### src/inc/pci_defs.svh
`ifndef PCI_DEFS_SVH
`define PCI_DEFS_SVH
// Behaviour
// While sleeping, an enabled flagged edge wakes the core only with master enable set.
// Edge seen in sleep is already in the flag register before wake completes.
// Rising enable bit per pin arms low-to-high detection; clear ignores rises.
// Falling enable bit per pin arms high-to-low detection; both give either edge.
// Flag sets on enabled rising edge or enabled falling edge of its pin.
// Flag stays set until software writes zero to it.
// Rise, fall and flag registers reset to zero on every reset.
// Summary flag is the OR of all eight pin flags.
// Detection and flagging continue with master enable clear; only request is gated.
// Edge during a clearing write leaves its flag set whatever was written.
// Pins are synchronised, compared with previous sample, one set pulse per edge.

// ----------------------------------------
// Register byte offsets
// ----------------------------------------
`define PCI_OFF_RISE    12'h000
`define PCI_OFF_FALL    12'h004
`define PCI_OFF_FLAGS   12'h008
`define PCI_OFF_CTRL    12'h00C
`define PCI_OFF_IRQ_ST  12'h010
`define PCI_OFF_IRQ_MSK 12'h014
`define PCI_ADDR_W      12

// ----------------------------------------
// Field positions and reset values
// ----------------------------------------
`define PCI_CTRL_MEN_BIT 0
`define PCI_ST_EDGE_BIT  0
`define PCI_ST_WAKE_BIT  1
`define PCI_REG8_RST     8'h00
`define PCI_REG2_RST     2'h0
`define PCI_HTRANS_NSEQ  2'h2

// ----------------------------------------
// Edge detector arming
// ----------------------------------------
// Edges ignored until prev holds a real pin sample after reset
`define PCI_ARM_W        3
`define PCI_HSIZE_WORD   3'h2
`endif

### src/inc/pci_pkg.sv
package pci_pkg;
  // Bus slave phase
  typedef enum logic [0:0] {
    PCI_IDLE = 1'b0,
    PCI_DATA = 1'b1
  } pci_phase_t;

  // State of the top module except the sleep synchroniser flops
  typedef struct packed {
    pci_phase_t phase;
    logic       wr;
    logic [11:0] addr;
    logic [7:0] rise;
    logic [7:0] fall;
    logic [7:0] flags;
    logic       men;
    logic [1:0] irq_st;
    logic [1:0] irq_msk;
    logic [31:0] rdata;
    logic       wake;
  } pci_state_t;
endpackage

### src/inc/pci_edge_if.sv
`timescale 1ns/1ns
// Edge pulses from the detector to the register core
interface pci_edge_if;
  logic [7:0] rise_evt;
  logic [7:0] fall_evt;
  modport det (output rise_evt, output fall_evt);
  modport core (input rise_evt, input fall_evt);
endinterface // pci_edge_if

### src/rtl/pci_edge_det.sv
`timescale 1ns/1ns
`include "pci_defs.svh"
// Two-stage synchroniser plus edge compare for eight pins
module pci_edge_det (
  // Clock and reset
  input  wire logic       clk_i,
  input  wire logic       rst_i,
  // Pins
  input  wire logic [7:0] pins_i,
  // Edge pulses
  pci_edge_if.det         edge_o
);
  logic [7:0] meta_r;
  logic [7:0] sync_r;
  logic [7:0] prev_r;
  logic [`PCI_ARM_W-1:0] arm_r;

  // Only sync_r reads meta_r; prev_r holds last sample
  // sync and compare
  always_ff @(posedge clk_i or posedge rst_i) begin
    if (rst_i) begin
      meta_r <= `PCI_REG8_RST;
      sync_r <= `PCI_REG8_RST;
      prev_r <= `PCI_REG8_RST;
      arm_r  <= '0;
    end else begin
      meta_r <= pins_i;
      sync_r <= meta_r;
      prev_r <= sync_r;
      arm_r  <= {arm_r[`PCI_ARM_W-2:0], 1'b1};
    end
  end

  // One-cycle pulses per transition; a pin held high through reset
  // would otherwise look like a rise against the zeroed prev_r
  assign edge_o.rise_evt = (sync_r & ~prev_r) & {8{arm_r[`PCI_ARM_W-1]}};
  assign edge_o.fall_evt = (~sync_r & prev_r) & {8{arm_r[`PCI_ARM_W-1]}};

  // one pulse per edge
  a_rise_pulse_once : assert property (@(posedge clk_i) disable iff (rst_i)
    (edge_o.rise_evt != 8'h00) |=> ((edge_o.rise_evt & $past(edge_o.rise_evt)) == 8'h00))
    else $error("rise pulse lasted two cycles");
endmodule // pci_edge_det

### src/rtl/pci_top.sv
// The AHB-Lite slave port and the address map were decided locally.
`timescale 1ns/1ns
`include "pci_defs.svh"
// Pin change interrupt block with AHB-Lite register slave
module pci_top (
  // Clock and reset
  input  wire logic        CLK_SYS_I,
  input  wire logic        RST_I,
  // AHB-Lite slave
  input  wire logic        HSEL_I,
  input  wire logic [31:0] HADDR_I,
  input  wire logic [1:0]  HTRANS_I,
  input  wire logic        HWRITE_I,
  input  wire logic [2:0]  HSIZE_I,
  input  wire logic [31:0] HWDATA_I,
  input  wire logic        HREADY_I,
  output logic      [31:0] HRDATA_O,
  output logic             HREADYOUT_O,
  output logic             HRESP_O,
  // Port pins and core
  input  wire logic [7:0]  PORT_TWO_PIN_I,
  input  wire logic        CORE_SLEEP_I,
  // Requests
  output logic             CHANGE_IRQ_SUMMARY_FLAG_O,
  output logic             CHANGE_IRQ_O,
  output logic             CORE_WAKE_O,
  output logic             IRQ_O
);
  pci_pkg::pci_state_t s_r;
  pci_pkg::pci_state_t s_nxt;
  logic                sleep_meta_r;
  logic                sleep_sync_r;
  logic                take;
  logic [7:0]          set_mask;
  logic [7:0]          wr_byte;
  logic                summary;
  logic                wake_evt;

  pci_edge_if edge_bus ();

  // ----------------------------------------
  // Pin edge detection
  // ----------------------------------------
  pci_edge_det u_det (
    .clk_i  (CLK_SYS_I),
    .rst_i  (RST_I),
    .pins_i (PORT_TWO_PIN_I),
    .edge_o (edge_bus.det)
  );

  // Sleep status comes from another block; synchronise it
  always_ff @(posedge CLK_SYS_I or posedge RST_I) begin
    if (RST_I) begin
      sleep_meta_r <= 1'b0;
      sleep_sync_r <= 1'b0;
    end else begin
      sleep_meta_r <= CORE_SLEEP_I;
      sleep_sync_r <= sleep_meta_r;
    end
  end

  // ----------------------------------------
  // Next-state logic
  // ----------------------------------------
  // Address phase accepted only for a selected NONSEQ
  assign take     = HSEL_I & HREADY_I & (HTRANS_I == `PCI_HTRANS_NSEQ);
  // enabled edges only
  assign set_mask = (edge_bus.rise_evt & s_r.rise) | (edge_bus.fall_evt & s_r.fall);
  assign wr_byte  = HWDATA_I[7:0];
  // OR of pin flags
  assign summary  = |s_r.flags;
  // Wake event: sleeping core with pending request
  assign wake_evt = sleep_sync_r & summary & s_r.men;

  always_comb begin
    s_nxt = s_r;
    s_nxt.wake = 1'b0;
    if (take) begin
      s_nxt.phase = pci_pkg::PCI_DATA;
      s_nxt.wr    = HWRITE_I;
      s_nxt.addr  = HADDR_I[`PCI_ADDR_W-1:0];
    end else if (HREADY_I) begin
      s_nxt.phase = pci_pkg::PCI_IDLE;
      s_nxt.wr    = 1'b0;
    end
    // Data phase writes
    if (s_r.phase == pci_pkg::PCI_DATA && s_r.wr) begin
      case (s_r.addr)
        `PCI_OFF_RISE:    s_nxt.rise = wr_byte;
        `PCI_OFF_FALL:    s_nxt.fall = wr_byte;
        // software clears by writing zero
        `PCI_OFF_FLAGS:   s_nxt.flags = s_r.flags & wr_byte;
        `PCI_OFF_CTRL:    s_nxt.men = wr_byte[`PCI_CTRL_MEN_BIT];
        `PCI_OFF_IRQ_ST:  s_nxt.irq_st = s_r.irq_st & ~wr_byte[1:0];
        `PCI_OFF_IRQ_MSK: s_nxt.irq_msk = wr_byte[1:0];
        default:          s_nxt.phase = s_nxt.phase;
      endcase
    end
    // set wins over clear, regardless of master enable
    s_nxt.flags = s_nxt.flags | set_mask;
    // Sticky events, set wins over write-one-to-clear
    if (set_mask != 8'h00) begin
      s_nxt.irq_st[`PCI_ST_EDGE_BIT] = 1'b1;
    end
    // wake only with master enable
    if (wake_evt) begin
      s_nxt.irq_st[`PCI_ST_WAKE_BIT] = 1'b1;
      s_nxt.wake = 1'b1;
    end
    // Read data from the state after this edge, so a back-to-back
    // write landing at the same edge is not read stale
    if (take && !HWRITE_I) begin
      case (HADDR_I[`PCI_ADDR_W-1:0])
        `PCI_OFF_RISE:    s_nxt.rdata = {24'h00_0000, s_nxt.rise};
        `PCI_OFF_FALL:    s_nxt.rdata = {24'h00_0000, s_nxt.fall};
        `PCI_OFF_FLAGS:   s_nxt.rdata = {24'h00_0000, s_nxt.flags};
        `PCI_OFF_CTRL:    s_nxt.rdata = {30'h0000_0000, |s_nxt.flags, s_nxt.men};
        `PCI_OFF_IRQ_ST:  s_nxt.rdata = {30'h0000_0000, s_nxt.irq_st};
        `PCI_OFF_IRQ_MSK: s_nxt.rdata = {30'h0000_0000, s_nxt.irq_msk};
        default:          s_nxt.rdata = 32'h0000_0000;
      endcase
    end
  end

  // all registers to zero
  always_ff @(posedge CLK_SYS_I or posedge RST_I) begin
    if (RST_I) begin
      s_r <= '0;
    end else begin
      s_r <= s_nxt;
    end
  end

  // ----------------------------------------
  // Outputs
  // ----------------------------------------
  // Slave never stalls: zero wait states
  assign HREADYOUT_O = 1'b1;
  assign HRESP_O     = 1'b0;
  assign HRDATA_O    = s_r.rdata;
  assign CHANGE_IRQ_SUMMARY_FLAG_O = summary;
  // only the request is gated
  assign CHANGE_IRQ_O = summary & s_r.men;
  assign CORE_WAKE_O  = s_r.wake;
  assign IRQ_O        = |(s_r.irq_st & s_r.irq_msk);

  // ----------------------------------------
  // Checks
  // ----------------------------------------
  a_rise_sets_flag : assert property (@(posedge CLK_SYS_I) disable iff (RST_I)
    (edge_bus.rise_evt[0] && s_r.rise[0]) |=> s_r.flags[0])
    else $error("enabled rise did not set flag");
  a_fall_sets_flag : assert property (@(posedge CLK_SYS_I) disable iff (RST_I)
    (edge_bus.fall_evt[3] && s_r.fall[3]) |=> s_r.flags[3])
    else $error("enabled fall did not set flag");
  a_no_spurious_set : assert property (@(posedge CLK_SYS_I) disable iff (RST_I)
    (!s_r.flags[5] && set_mask[5] == 1'b0) |=> !s_r.flags[5])
    else $error("flag set without enabled edge");
  a_flag_sticky : assert property (@(posedge CLK_SYS_I) disable iff (RST_I)
    (s_r.flags[2] && !(s_r.phase == pci_pkg::PCI_DATA && s_r.wr)) |=> s_r.flags[2])
    else $error("flag dropped without write");
  a_set_beats_clear : assert property (@(posedge CLK_SYS_I) disable iff (RST_I)
    (set_mask[0] && s_r.phase == pci_pkg::PCI_DATA && s_r.wr
      && s_r.addr == `PCI_OFF_FLAGS) |=> s_r.flags[0])
    else $error("edge lost during clear");
  a_summary_or : assert property (@(posedge CLK_SYS_I) disable iff (RST_I)
    CHANGE_IRQ_SUMMARY_FLAG_O == (s_r.flags != 8'h00))
    else $error("summary flag not OR of flags");
  a_gate_request : assert property (@(posedge CLK_SYS_I) disable iff (RST_I)
    (!s_r.men && set_mask[0]) |=> (s_r.flags[0] && (s_r.men || !CHANGE_IRQ_O)))
    else $error("master enable gating wrong");
  a_wake_needs_en : assert property (@(posedge CLK_SYS_I) disable iff (RST_I)
    CORE_WAKE_O |-> ($past(s_r.men) && $past(sleep_sync_r)))
    else $error("wake without master enable");
  a_flag_before_wake : assert property (@(posedge CLK_SYS_I) disable iff (RST_I)
    $rose(CORE_WAKE_O) |-> (s_r.flags != 8'h00))
    else $error("wake before flag recorded");
  a_reset_zero : assert property (@(posedge CLK_SYS_I)
    $fell(RST_I) |-> (s_r.rise == 8'h00 && s_r.fall == 8'h00 && s_r.flags == 8'h00))
    else $error("registers not zero after reset");
endmodule // pci_top

### config.mk
export PLATFORM = sky130hd
export DESIGN_NAME = pci_top
export DESIGN_NICKNAME = d
export VERILOG_FILES = /design/src/inc/pci_pkg.sv /design/src/inc/pci_edge_if.sv /design/src/rtl/pci_edge_det.sv /design/src/rtl/pci_top.sv
export VERILOG_INCLUDE_DIRS = /design/src /design/src/inc
export SDC_FILE = /design/constraint.sdc
export NUM_CORES = 1
export LEC_CHECK = 0
export BUFFER_PORTS_ARGS = -buffer_cell sky130_fd_sc_hd__buf_2
export CAP_MARGIN = 20
export CORE_ASPECT_RATIO = 0.6
export CORE_MARGIN = 4
export CORE_UTILIZATION = 51
export CTS_CLUSTER_DIAMETER = 80
export CTS_CLUSTER_SIZE = 24
export DETAILED_ROUTE_END_ITERATION = 10
export PLACE_DENSITY = 0.8
export SLEW_MARGIN = 20
export SYNTH_ARGS = -nofsm -noshare
export SYNTH_HDL_FRONTEND = slang
export SYNTH_HIERARCHICAL = 1
export SYNTH_SLANG_ARGS = --single-unit
### constraint.sdc
create_clock -name CLK_SYS_I -period 2.35 [get_ports CLK_SYS_I]
set_clock_uncertainty 0.2 [all_clocks]
set_input_delay 0.235 -clock CLK_SYS_I [delete_from_list [all_inputs] [get_ports CLK_SYS_I]]
set_output_delay 0.235 -clock CLK_SYS_I [all_outputs]
set_load 0.05 [all_outputs]
# After elaboration in Yosys (flattened, before gate mapping)
# Cells that the tools add are included.
# op_classes
n_addsub,0
n_mul,0
n_div,0
n_lt_le_gt_ge,0
n_eq_ne,11
shift,0
n_mux,13
bitwise_logic,19
reduce_logical,10
# ops
op,n
AND 8 bit,7
equality test 12 x 4 -> 1 bit (second input constant),4
equality test 12 x 5 -> 1 bit (second input constant),4
case mux 8 bit (6 select lines),1
two-way mux 29 bit,1
equality test 12 x 3 -> 1 bit (second input constant),2
zero test 12 bit,2
two-way mux 8 bit,3
NOT 8 bit,2
OR 8 bit,2
OR reduction 8 bit,2
two-way mux 2 bit,4
nonzero test 8 bit,1
AND 1 bit,5
AND 2 bit,2
two-way mux 1 bit,4
equality test 2 bit (second input constant),1
logical AND 1 bit,2
NOT 2 bit,1
nonzero test 2 bit,1
OR reduction 2 bit,1
zero test 1 bit,1
# word_totals
register_bits,105
latchBits,0
mem_bits_rw,0
rom_bits,0
input_bits,83
output_inout_bits,38
wordCells,70
memories,0

# Longest topological paths before layout
# Gate-level depths: netlist of run 1.
# depth
depth_word,8
mapped_depth,8
mapped_depth_nobuf,7

# Cells and area by module
# The synthesis of run 1 kept the hierarchy.
# modules_own_cells
module,instances,cells_each,area_each_um2,seq_area_each_um2
pci_top,1,265,2855.2,1351.3
pci_edge_det,1,46,842.1,675.6

# Least setup slack after synthesis of run 1
# Ideal clock, no wire load.
# synth_timing
kind,register -> register
from,register s_r[67] (netlist name)
to,register s_r (netlist bit HRDATA_O[0])
setup_ns,0.133
arrival_time_ns,1.730
required_time_ns,2.017
slack_ns,0.287
path_stages_with_launch,6
n_path_buf,0
period_less_slack_ns,2.063
path_cell_list,dfrtp_1 nor4_4 nand4_2 mux2_2 a222oi_1 a31oi_1
# synth_lines
item,line,rtl
start: declaration,pci_top.sv:29,pci_pkg::pci_state_t s_r;
start signal: assignment,pci_top.sv:130,s_r <= s_nxt;

==> metrics.csv, run 1 <==
metric,value,unit
status,finished clean,
cp_max_fo,5,
period_share,99.49,%
maxCapViolations,0,
hp-start,HWRITE_I,
initial_core_util,53.98,%
grt_max_degree,37,
antenna_found_initial,0,
grt.total_usage,21.93,%
place_hpwl,6274,um
ioPinCount,121,
cts_made_buffers,9,
portBuffers,47,
synth.avg_cell_area,11.89,um2
cts_root_buffer,clkbuf_16,
cp-end-kind,flop,
drt_first_pass_iters,4,
hp-class,primary input to flop,
min_to,s_r[74]$_DFFE_PP0P_,
regArea,2028,um2
drt_iter0_drc,178,
clock_latency,0.35,ns
cts-htree-levels,3,
regToRegEndpoint,HRDATA_O[0]$_DFFE_PP0P_,
critPathLaunchType,flop,
drt-wirelength-per-cell,17.68,um
multiInputGateArea,1504,um2
viasPerCell,5.492,
arrival,2.40,ns
crit_path_frequent_cell,buf_4,
final_nets,491,
clkTransAtPathRegs,0.06,ns
finalPower,3.460,mW
area_growth_syn_to_layout,27.11,%
max_stage_delay,0.39,ns
clkSinkCount,81,
finalInstanceArea,4700,um2
place_area,3993,um2
power.leakage,2.188,nW
wirelength,8839,um
drtAntennaViolNets,0,
vias,2746,
diodes,0,
yosys-top-cells-area,"dfrtp_1, mux2_2, buf_4, and3b_1, nand2b_1",
fillers,499,
rsz0062_at_grt,true,
fp-row-count,23,
path_class,flop to flop,
ys.flop_type,dfrtp_1,
synth_seq_cells,81,
core-area,6849,um2
yosysTopAreaCell,dfrtp_1,
ys_seq_area_share,54.82,%
rrSetupSlack,0.01,ns
holdPathStages,3,
synthCells,311,
grt_overflow_total,0,
finalHoldViolCount,0,
fp.dieArea,8721,um2
synth_cell_types,43,
synth_edf_count,0,
ir_drop,0.4965,mV
syn_area,3697,um2
power.density_cell_area,736.3,nW/um2
fmax,427.7,MHz
rr_startpoint,s_r[71]$_DFFE_PP0P_,
grt_first_pass_wirelength,14590,um
finalSetupViolations,0,
finalMaxSlewViolations,0,
fin_crit,2.338,ns
cp_cell_sequence,"nor4bb_2, buf_4, buf_4, nand4_1, mux2_2, a22oi_1, or3_1, a31oi_1",
cts_max_path_buffers,2,
relSlewSlack,48.05,%
crit_slowest_cell,dfrtp_1,
drive_above_1_share,36.80,%
die_h,73.96,um
grt_pass1_vias,2822,
place.gp.congestion,0.9263,
cts_tree,built,
tightestPinTransition,0.7781,ns
async_flop_share,100.0,%
reg2reg_depth,8,
drc,0,
ys_warn_count,6,
required,2.41,ns
synth_top_area_share,54.82,%
die_width,117.9,um
## per-layer routing
| metal | global-route usage (%) | part of all wire, % |
|---|---|---|
| met5 | 0 | 0 |
| met4 | 8.701 | 1.7 |
| met3 | 6.003 | 7.4 |
| met2 | 34.16 | 45 |
| met1 | 29.96 | 46 |
## Yosys cell counts (3+ instances only)
cell,instances
a21oi_1,6
dfrtp_1,81
nand2_1,16
and3b_2,6
nor2_1,17
o211ai_1,5
mux2_2,29
buf_4,35
conb_1,3
buf_6,3
nand4_1,4
and3b_1,10
a22oi_1,5
o21ai_0,7
a32oi_1,3
nand2b_1,12
inv_1,10
nand3_1,10
nor4_1,7
nor3_1,4
a22o_1,6
## how the worst max path moves through the flow
stage	depth (start not counted)	endpoint	start
4_1_cts	8	HRDATA_O[5]$_DFFE_PP0P_	HADDR_I[11]
2_1_floorplan	5	HRDATA_O[0]$_DFFE_PP0P_	s_r[67]$_DFFE_PP0P_
5_1_grt	7	HRDATA_O[0]$_DFFE_PP0P_	s_r[71]$_DFFE_PP0P_
3_5_place_dp	6	HRDATA_O[0]$_DFFE_PP0P_	s_r[64]$_DFFE_PP0P_
3_3_place_gp	7	HRDATA_O[0]$_DFFE_PP0P_	u_det/arm_r[2]$_DFF_PP0_
6_report	8	HRDATA_O[0]$_DFFE_PP0P_	s_r[71]$_DFFE_PP0P_
## worst max-delay path, delay by kind of cell, from the launching register on
family | cells | cell delay, ns
buffers and inverters | 2 | 0.31
flip-flops | 1 | 0.39
AND/OR/NAND/NOR | 3 | 0.81
multiplexers | 1 | 0.29
AO/OA/AOI/OAI | 2 | 0.25
## logic make-up after synthesis
family,Yosys count,share of synthesized area (%)
flops,81,54.82
mux,29,8.832
compound gates,40,7.615
buf+inv,50,9.239
other cells,3,0.3045
simple gates,108,19.19
## cell usage in the layout, fill, tap and decap left out, types with 2 or more instances in the layout
cell type / synthesis / routed
clkbuf_16: 0 / 9
a31o_2: 2 / 2
buf_4: 35 / 28
o211ai_1: 5 / 5
a22o_1: 6 / 6
buf_2: 0 / 47
and3b_2: 6 / 6
a32oi_1: 3 / 3
nor4_1: 7 / 4
a22oi_2: 0 / 2
conb_1: 3 / 27
a31oi_1: 2 / 2
a22oi_1: 5 / 3
nand2b_1: 12 / 12
clkinv_4: 0 / 4
and3b_1: 10 / 10
or3_1: 2 / 2
nor2_1: 17 / 17
mux2_2: 29 / 28
o21ai_0: 7 / 4
a21oi_2: 0 / 3
nand2_1: 16 / 16
nor4_2: 0 / 3
dlygate4sd3_1: 0 / 26
nor4b_2: 1 / 2
dfrtp_1: 81 / 80
nor3_1: 4 / 3
nand4_1: 4 / 4
a21oi_1: 6 / 3
inv_1: 10 / 9
nand4b_1: 2 / 2
and3_1: 2 / 2
nor4_4: 2 / 2
o21ai_2: 0 / 2
nand3_1: 10 / 10
## state kept, by name, indices dropped and copies added, names as in the netlist
name and flops:
s_r 43, HRDATA_O 8, u_det/meta_r 8, u_det/prev_r 8, u_det/sync_r 8, u_det/arm_r 3
CORE_WAKE_O 1, sleep_meta_r 1, sleep_sync_r 1
## area by class of cell
type,instances,area share [%]
multi-input cells,204,32.00
clock inverters,7,1.677
repair buffers,102,15.26
clock buffers,9,4.792
flip-flops and latches,81,43.16
inverters,10,0.7987
well taps,87,2.316
## stage by stage
stage	setup WS (ns)	instances	hold slack (ns)	TNS (ns)	utilization [%]
detailed placement	-0.09038	451	0.1347	-0.1373	58.29
CTS	0.0003815	495	0.008887	0	67.17
finish	0.01188	500	0.01526	0	68.62
global placement	-0.02825	451	0.1132	-0.03073	58.29
global route	-0.1204	500	0.03695	-0.5573	68.62
floorplan	0.2871	335	0.06643	0	-
## where the power goes
group          switching [mW]  internal (mW)  leakage (nW)
Sequential             0.0759           1.49         0.943
Clock                   0.580          0.831         0.150
Combinational           0.282          0.197          1.09
## timing repair
action | CTS | global route
hold buffers | 26 | 0
buffers inserted | 2 | 5
endpoints found under the setup margin | 4 | 8
endpoints found under the hold margin | 93 | 0
pin swaps | 0 | 5
gates resized for setup | 5 | 17
Power figures use the tool's default switching activity.
==> inputs of run 2 (changes only) <==
--- a/config.mk
+++ b/config.mk
@@ -6,17 +6,18 @@
 export SDC_FILE = /design/constraint.sdc
 export NUM_CORES = 1
 export LEC_CHECK = 0
-export BUFFER_PORTS_ARGS = -buffer_cell sky130_fd_sc_hd__buf_2
 export CAP_MARGIN = 20
 export CORE_ASPECT_RATIO = 0.6
 export CORE_MARGIN = 4
-export CORE_UTILIZATION = 51
+export CORE_UTILIZATION = 55
 export CTS_CLUSTER_DIAMETER = 80
 export CTS_CLUSTER_SIZE = 24
 export DETAILED_ROUTE_END_ITERATION = 10
-export PLACE_DENSITY = 0.8
+export DONT_BUFFER_PORTS = 1
+export PLACE_DENSITY = 0.7
 export SLEW_MARGIN = 20
 export SYNTH_ARGS = -nofsm -noshare
 export SYNTH_HDL_FRONTEND = slang
 export SYNTH_HIERARCHICAL = 1
 export SYNTH_SLANG_ARGS = --single-unit
+export TNS_END_PERCENT = 1
==> constraint.sdc (replaced) <==
create_clock -name CLK_SYS_I -period 2.35 [get_ports CLK_SYS_I]
set_clock_uncertainty 0.2 [all_clocks]
set_input_delay 0.47 -clock CLK_SYS_I [delete_from_list [all_inputs] [get_ports CLK_SYS_I]]
set_output_delay 0.47 -clock CLK_SYS_I [all_outputs]
set_load 0.05 [all_outputs]
==> run 2 against run 1 <==
Sequential cell count stayed put. Global-route usage shrank 0.082 points. Maximum frequency increased by 0.27%. Via count fell by 9.7%. Utilization is 0.30 points higher. Register-to-register slack is essentially flat. Final cell count fell by 12%. Largest power group unchanged.
==> metrics.csv, run 2 (same netlist as run 1, synthesis figures left out) <==
metric,value,unit
finalSetupViolations,0,
drtAntennaViolNets,0,
final_core_util,68.92,%
grt_max_degree,55,
ir_drop,0.5166,mV
viasPerCell,5.651,
fp.dieArea,8141,um2
cp-end-kind,flop,
cts_max_path_buffers,2,
fin_crit,2.332,ns
finalMaxSlewViolations,0,
critPathLaunchType,flop,
switchingPower,817.1,uW
cts_tree,built,
path_class,flop to flop,
cts_root_buffer,clkbuf_8,
crit_slowest_cell,dfrtp_2,
grt_first_pass_wirelength,13410,um
die_h,71.51,um
tightestPinTransition,0.5604,ns
drt-wirelength-per-cell,19.87,um
crit_path_frequent_cell,buf_4,
wirelength,8721,um
die_width,113.9,um
fmax,428.8,MHz
final_common_cell,dfrtp_1,
ioPinCount,121,
clock_power_share,35.1,%
crit_family,compound AO/OA/AOI/OAI gates,
fin_cells,439,
area_growth_syn_to_layout,17.50,%
layout_common_cells,"dfrtp_1, buf_4, mux2_2",
portBuffers,0,
arrival,2.37,ns
rsz0062_at_grt,true,
status,finished clean,
power_frac_seq,50.5,%
clock_latency,0.36,ns
power.density_cell_area,718.1,nW/um2
cts-htree-levels,3,
clkTransAtPathRegs,0.08,ns
place_hpwl,5881,um
core-area,6304,um2
p_int,2.302,mW
hold_slack,0.05349,ns
setup_ws,0.01814,ns
hp-class,primary input to flop,
place.gp.congestion,0.9050,
required,2.38,ns
power.leakage,1.932,nW
post-place-ws,-0.02879,ns
drt_iter0_drc,132,
place_area,3804,um2
drive_above_1_share,32.39,%
finalInstanceArea,4344,um2
vias,2481,
swShare,26.19,%
cp_max_fo,5,
grt_pass1_vias,2587,
period_share,99.23,%
final_nets,434,
fp-row-count,22,
cts_made_buffers,9,
power_frac_comb,14.5,%
top_register,s_r,
grt.total_usage,21.84,%
relSlewSlack,62.64,%
maxCapViolations,0,
drc,0,
drt_first_pass_iters,4,
finalHoldViolCount,0,
largest_reg_flops,43,
initial_core_util,58.65,%
antenna_found_initial,0,
finalPower,3.120,mW
grt_overflow_total,0,
clkSinkCount,81,
crit_buf_inv,2,
post-place-cells,406,
diodes,0,
cp_cell_sequence,"buf_4, and3b_2, a22o_4, buf_4, nor3_1, nand3_1, a32oi_2, a31oi_1",
fin_setup_tns,0,ns
max_stage_delay,0.46,ns
## run 2: final timing paths
check | cells after the start | to | from | slack (ns)
min in group asynchronous | 3 | s_r[67]$_DFFE_PP0P_ | RST_I | 0.43
max in group asynchronous | 3 | u_det/arm_r[2]$_DFF_PP0_ | RST_I | 1.22
min reg2reg | 0 | u_det/arm_r[2]$_DFF_PP0_ | u_det/arm_r[1]$_DFF_PP0_ | 0.15
max | 8 | HRDATA_O[0]$_DFFE_PP0P_ | u_det/arm_r[2]$_DFF_PP0_ | 0.02
max reg2reg | 8 | HRDATA_O[0]$_DFFE_PP0P_ | u_det/arm_r[2]$_DFF_PP0_ | 0.02
min | 1 | s_r[68]$_DFFE_PP0P_ | HADDR_I[6] | 0.05
## run 2: what timing repair did
item                                    4_1_cts  5_1_grt
pin swaps                                     1        7
hold endpoints to repair                     92        0
endpoints found under the setup margin        3        3
buffers inserted                              0        7
resized for setup                             6       29
hold buffers                                 11        0
## run 2: cell type report
cell class / count / area, um2
Clock buffer: 12 / 145.1
Clock inverter: 3 / 65.06
Fill cell: 475 / 1959
Inverter: 10 / 37.54
Multi-Input combinational cell: 204 / 1569
Sequential cell: 81 / 2028
Tap cell: 84 / 105.1
Timing Repair Buffer: 45 / 394.1
## run 2: per-layer routing
metal,global-route usage [%],routed length [um],up-vias
met5,0,0,-
met4,8.564,112,0
met3,10.04,775,15
met2,31.31,4013,69
met1,29.06,3820,1262
li1,-,-,1135
## run 2: power groups by stage
| stage | Sequential, mW | Clock (mW) | Combinational (mW) |
|---|---|---|---|
| after detailed placement | 1.59 | 0 | 0.385 |
| after floorplan | 1.58 | 0 | 0.313 |
| final | 1.57 | 1.09 | 0.451 |
| after global placement | 1.58 | 0 | 0.372 |
| after CTS | 1.57 | 1.12 | 0.410 |
| after global routing | 1.59 | 1.17 | 0.488 |
==> inputs of run 3 (changes only) <==
--- a/config.mk
+++ b/config.mk
@@ -14,7 +14,7 @@
 export CTS_CLUSTER_SIZE = 24
 export DETAILED_ROUTE_END_ITERATION = 10
 export DONT_BUFFER_PORTS = 1
-export PLACE_DENSITY = 0.7
+export PLACE_DENSITY = 0.76
 export SLEW_MARGIN = 20
 export SYNTH_ARGS = -nofsm -noshare
 export SYNTH_HDL_FRONTEND = slang
==> run 3 against run 2 <==
Non-clock buffer count shrank 1. Worst hold slack lost 0.038 ns. Global-route usage shrank 0.95 points. Final cell count is the same. Sequential share of layout area grew 0.44 points. Sequential power is essentially flat. Sequential cell count is the same. Die area is the same. Combinational power shrank 6.7%. Wire length shrank 6.7%. Via count shrank 0.12%. Critical path type unchanged. Highest routed layer unchanged.
==> metrics.csv, run 3 (same netlist as run 1, synthesis figures left out) <==
metric,value,unit
initial_core_util,58.65,%
drt_iter0_drc,176,
die_width,113.9,um
wl_met1,3683,um
drtAntennaViolNets,0,
status,finished clean,
grt_first_pass_wirelength,12740,um
fin_cells,439,
power.leakage,1.922,nW
drt_first_pass_iters,4,
cts-htree-levels,3,
post-place-cells,403,
wirelength,8141,um
tightestPinTransition,0.5480,ns
grt_pass1_vias,2439,
drc,0,
rsz0062_at_grt,true,
fp-row-count,22,
cts_max_path_buffers,2,
portBuffers,0,
arrival,2.37,ns
power_frac_seq,51.5,%
clock_power_share,34.8,%
required,2.40,ns
fp.dieArea,8141,um2
antenna_found_initial,0,
p_int,2.255,mW
viasPerCell,5.645,
critPathLaunchType,flop,
place_hpwl,5829,um
ioPinCount,121,
cp-end-kind,flop,
die_h,71.51,um
top_layer_used,met4,
clkSinkCount,81,
drt-wirelength-per-cell,18.54,um
core-area,6304,um2
fin_setup_tns,0,ns
clkTransAtPathRegs,0.08,ns
finalPower,3.066,mW
hp-class,primary input to flop,
finalSetupViolations,0,
fillers,466,
area_growth_syn_to_layout,16.48,%
finalHoldViolCount,0,
top_register,s_r,
swShare,26.44,%
place.gp.congestion,0.8765,
cp_max_fo,4,
cts_root_buffer,clkbuf_8,
grt_overflow_total,0,
period_share,98.37,%
regArea,2029,um2
cts_made_buffers,9,
power_frac_comb,13.7,%
diodes,0,
finalMaxSlewViolations,0,
final_nets,433,
ir_drop,0.5574,mV
fmax,432.6,MHz
fin_crit,2.312,ns
layout_common_cells,"dfrtp_1, mux2_2, buf_4",
wl_met3,839,um
largest_reg_flops,43,
cts_tree,built,
met2_length,3530,um
drive_above_1_share,31.55,%
multiInputGateArea,1528,um2
maxCapViolations,0,
switchingPower,810.5,uW
vias,2478,
relSlewSlack,63.47,%
path_class,flop to flop,
grt_max_degree,55,
hold_slack,0.01524,ns
grt.total_usage,20.90,%
final_common_cell,dfrtp_1,
clock_latency,0.36,ns
power.density_cell_area,711.9,nW/um2
==> run 3: power by group through the flow <==
stage               clock, mW  sequential [mW]  combinational, mW
finish                   1.07             1.58              0.421
global placement            0             1.58              0.352
CTS                      1.10             1.57              0.382
detailed placement          0             1.59              0.361
global route             1.17             1.59              0.453
floorplan                   0             1.58              0.313
==> run 3: worst paths after layout <==
check,endpoint,cells after the start,startpoint,slack (ns)
setup / recovery,HRDATA_O[6]$_DFFE_PP0P_,7,s_r[64]$_DFFE_PP0P_,0.04
hold / removal,s_r[75]$_DFFE_PP0P_,1,HREADY_I,0.02
setup reg to reg,HRDATA_O[6]$_DFFE_PP0P_,7,s_r[64]$_DFFE_PP0P_,0.04
hold reg to reg,u_det/arm_r[2]$_DFF_PP0_,0,u_det/arm_r[1]$_DFF_PP0_,0.15
max in group asynchronous,u_det/arm_r[2]$_DFF_PP0_,3,RST_I,1.24
min in group asynchronous,HRDATA_O[0]$_DFFE_PP0P_,3,RST_I,0.44
==> run 3: layout make-up <==
cell class | instances | share of cell area [%]
clock buffers | 10 | 2.963
multi-input cells | 204 | 35.47
well taps | 84 | 2.440
flip-flops and latches | 81 | 47.12
repair buffers | 44 | 9.210
inverters | 10 | 0.8716
clock inverters | 6 | 1.917
==> run 3: timing repair <==
item / in CTS / in global routing
endpoints found under the setup margin: 8 / 6
pin swaps: 0 / 6
setup buffers: 0 / 9
hold endpoints to repair: 91 / 0
hold buffers: 11 / 0
gates resized for setup: 4 / 24
==> run 3: critical path: stages, from the launching register on <==
cell and delay [ns]:
dfrtp_1 0.41, buf_4 0.17, nor4_4 0.37, nand4_4 0.20, buf_4 0.19, mux2_2 0.27
nand2b_1 0.14, a31o_2 0.26
==> run 3: through the flow <==
stage          setup slack, ns  utilization (%)  cell area [um2]
6_report               0.03819            68.32             4307
5_1_grt               -0.02146            68.32             4307
4_1_cts                0.02883            65.42             4124
3_5_place_dp          -0.09656            59.98             3781
3_3_place_gp          -0.03523            59.98             3781
2_1_floorplan           0.2593                -             3787
==> run 3: per-layer routing <==
layer | vias to the layer above | global-route usage (%)
met1 | 1249 | 29.51
met3 | 10 | 9.620
met5 | - | 0
li1 | 1130 | -
met4 | 0 | 5.138
met2 | 89 | 29.48
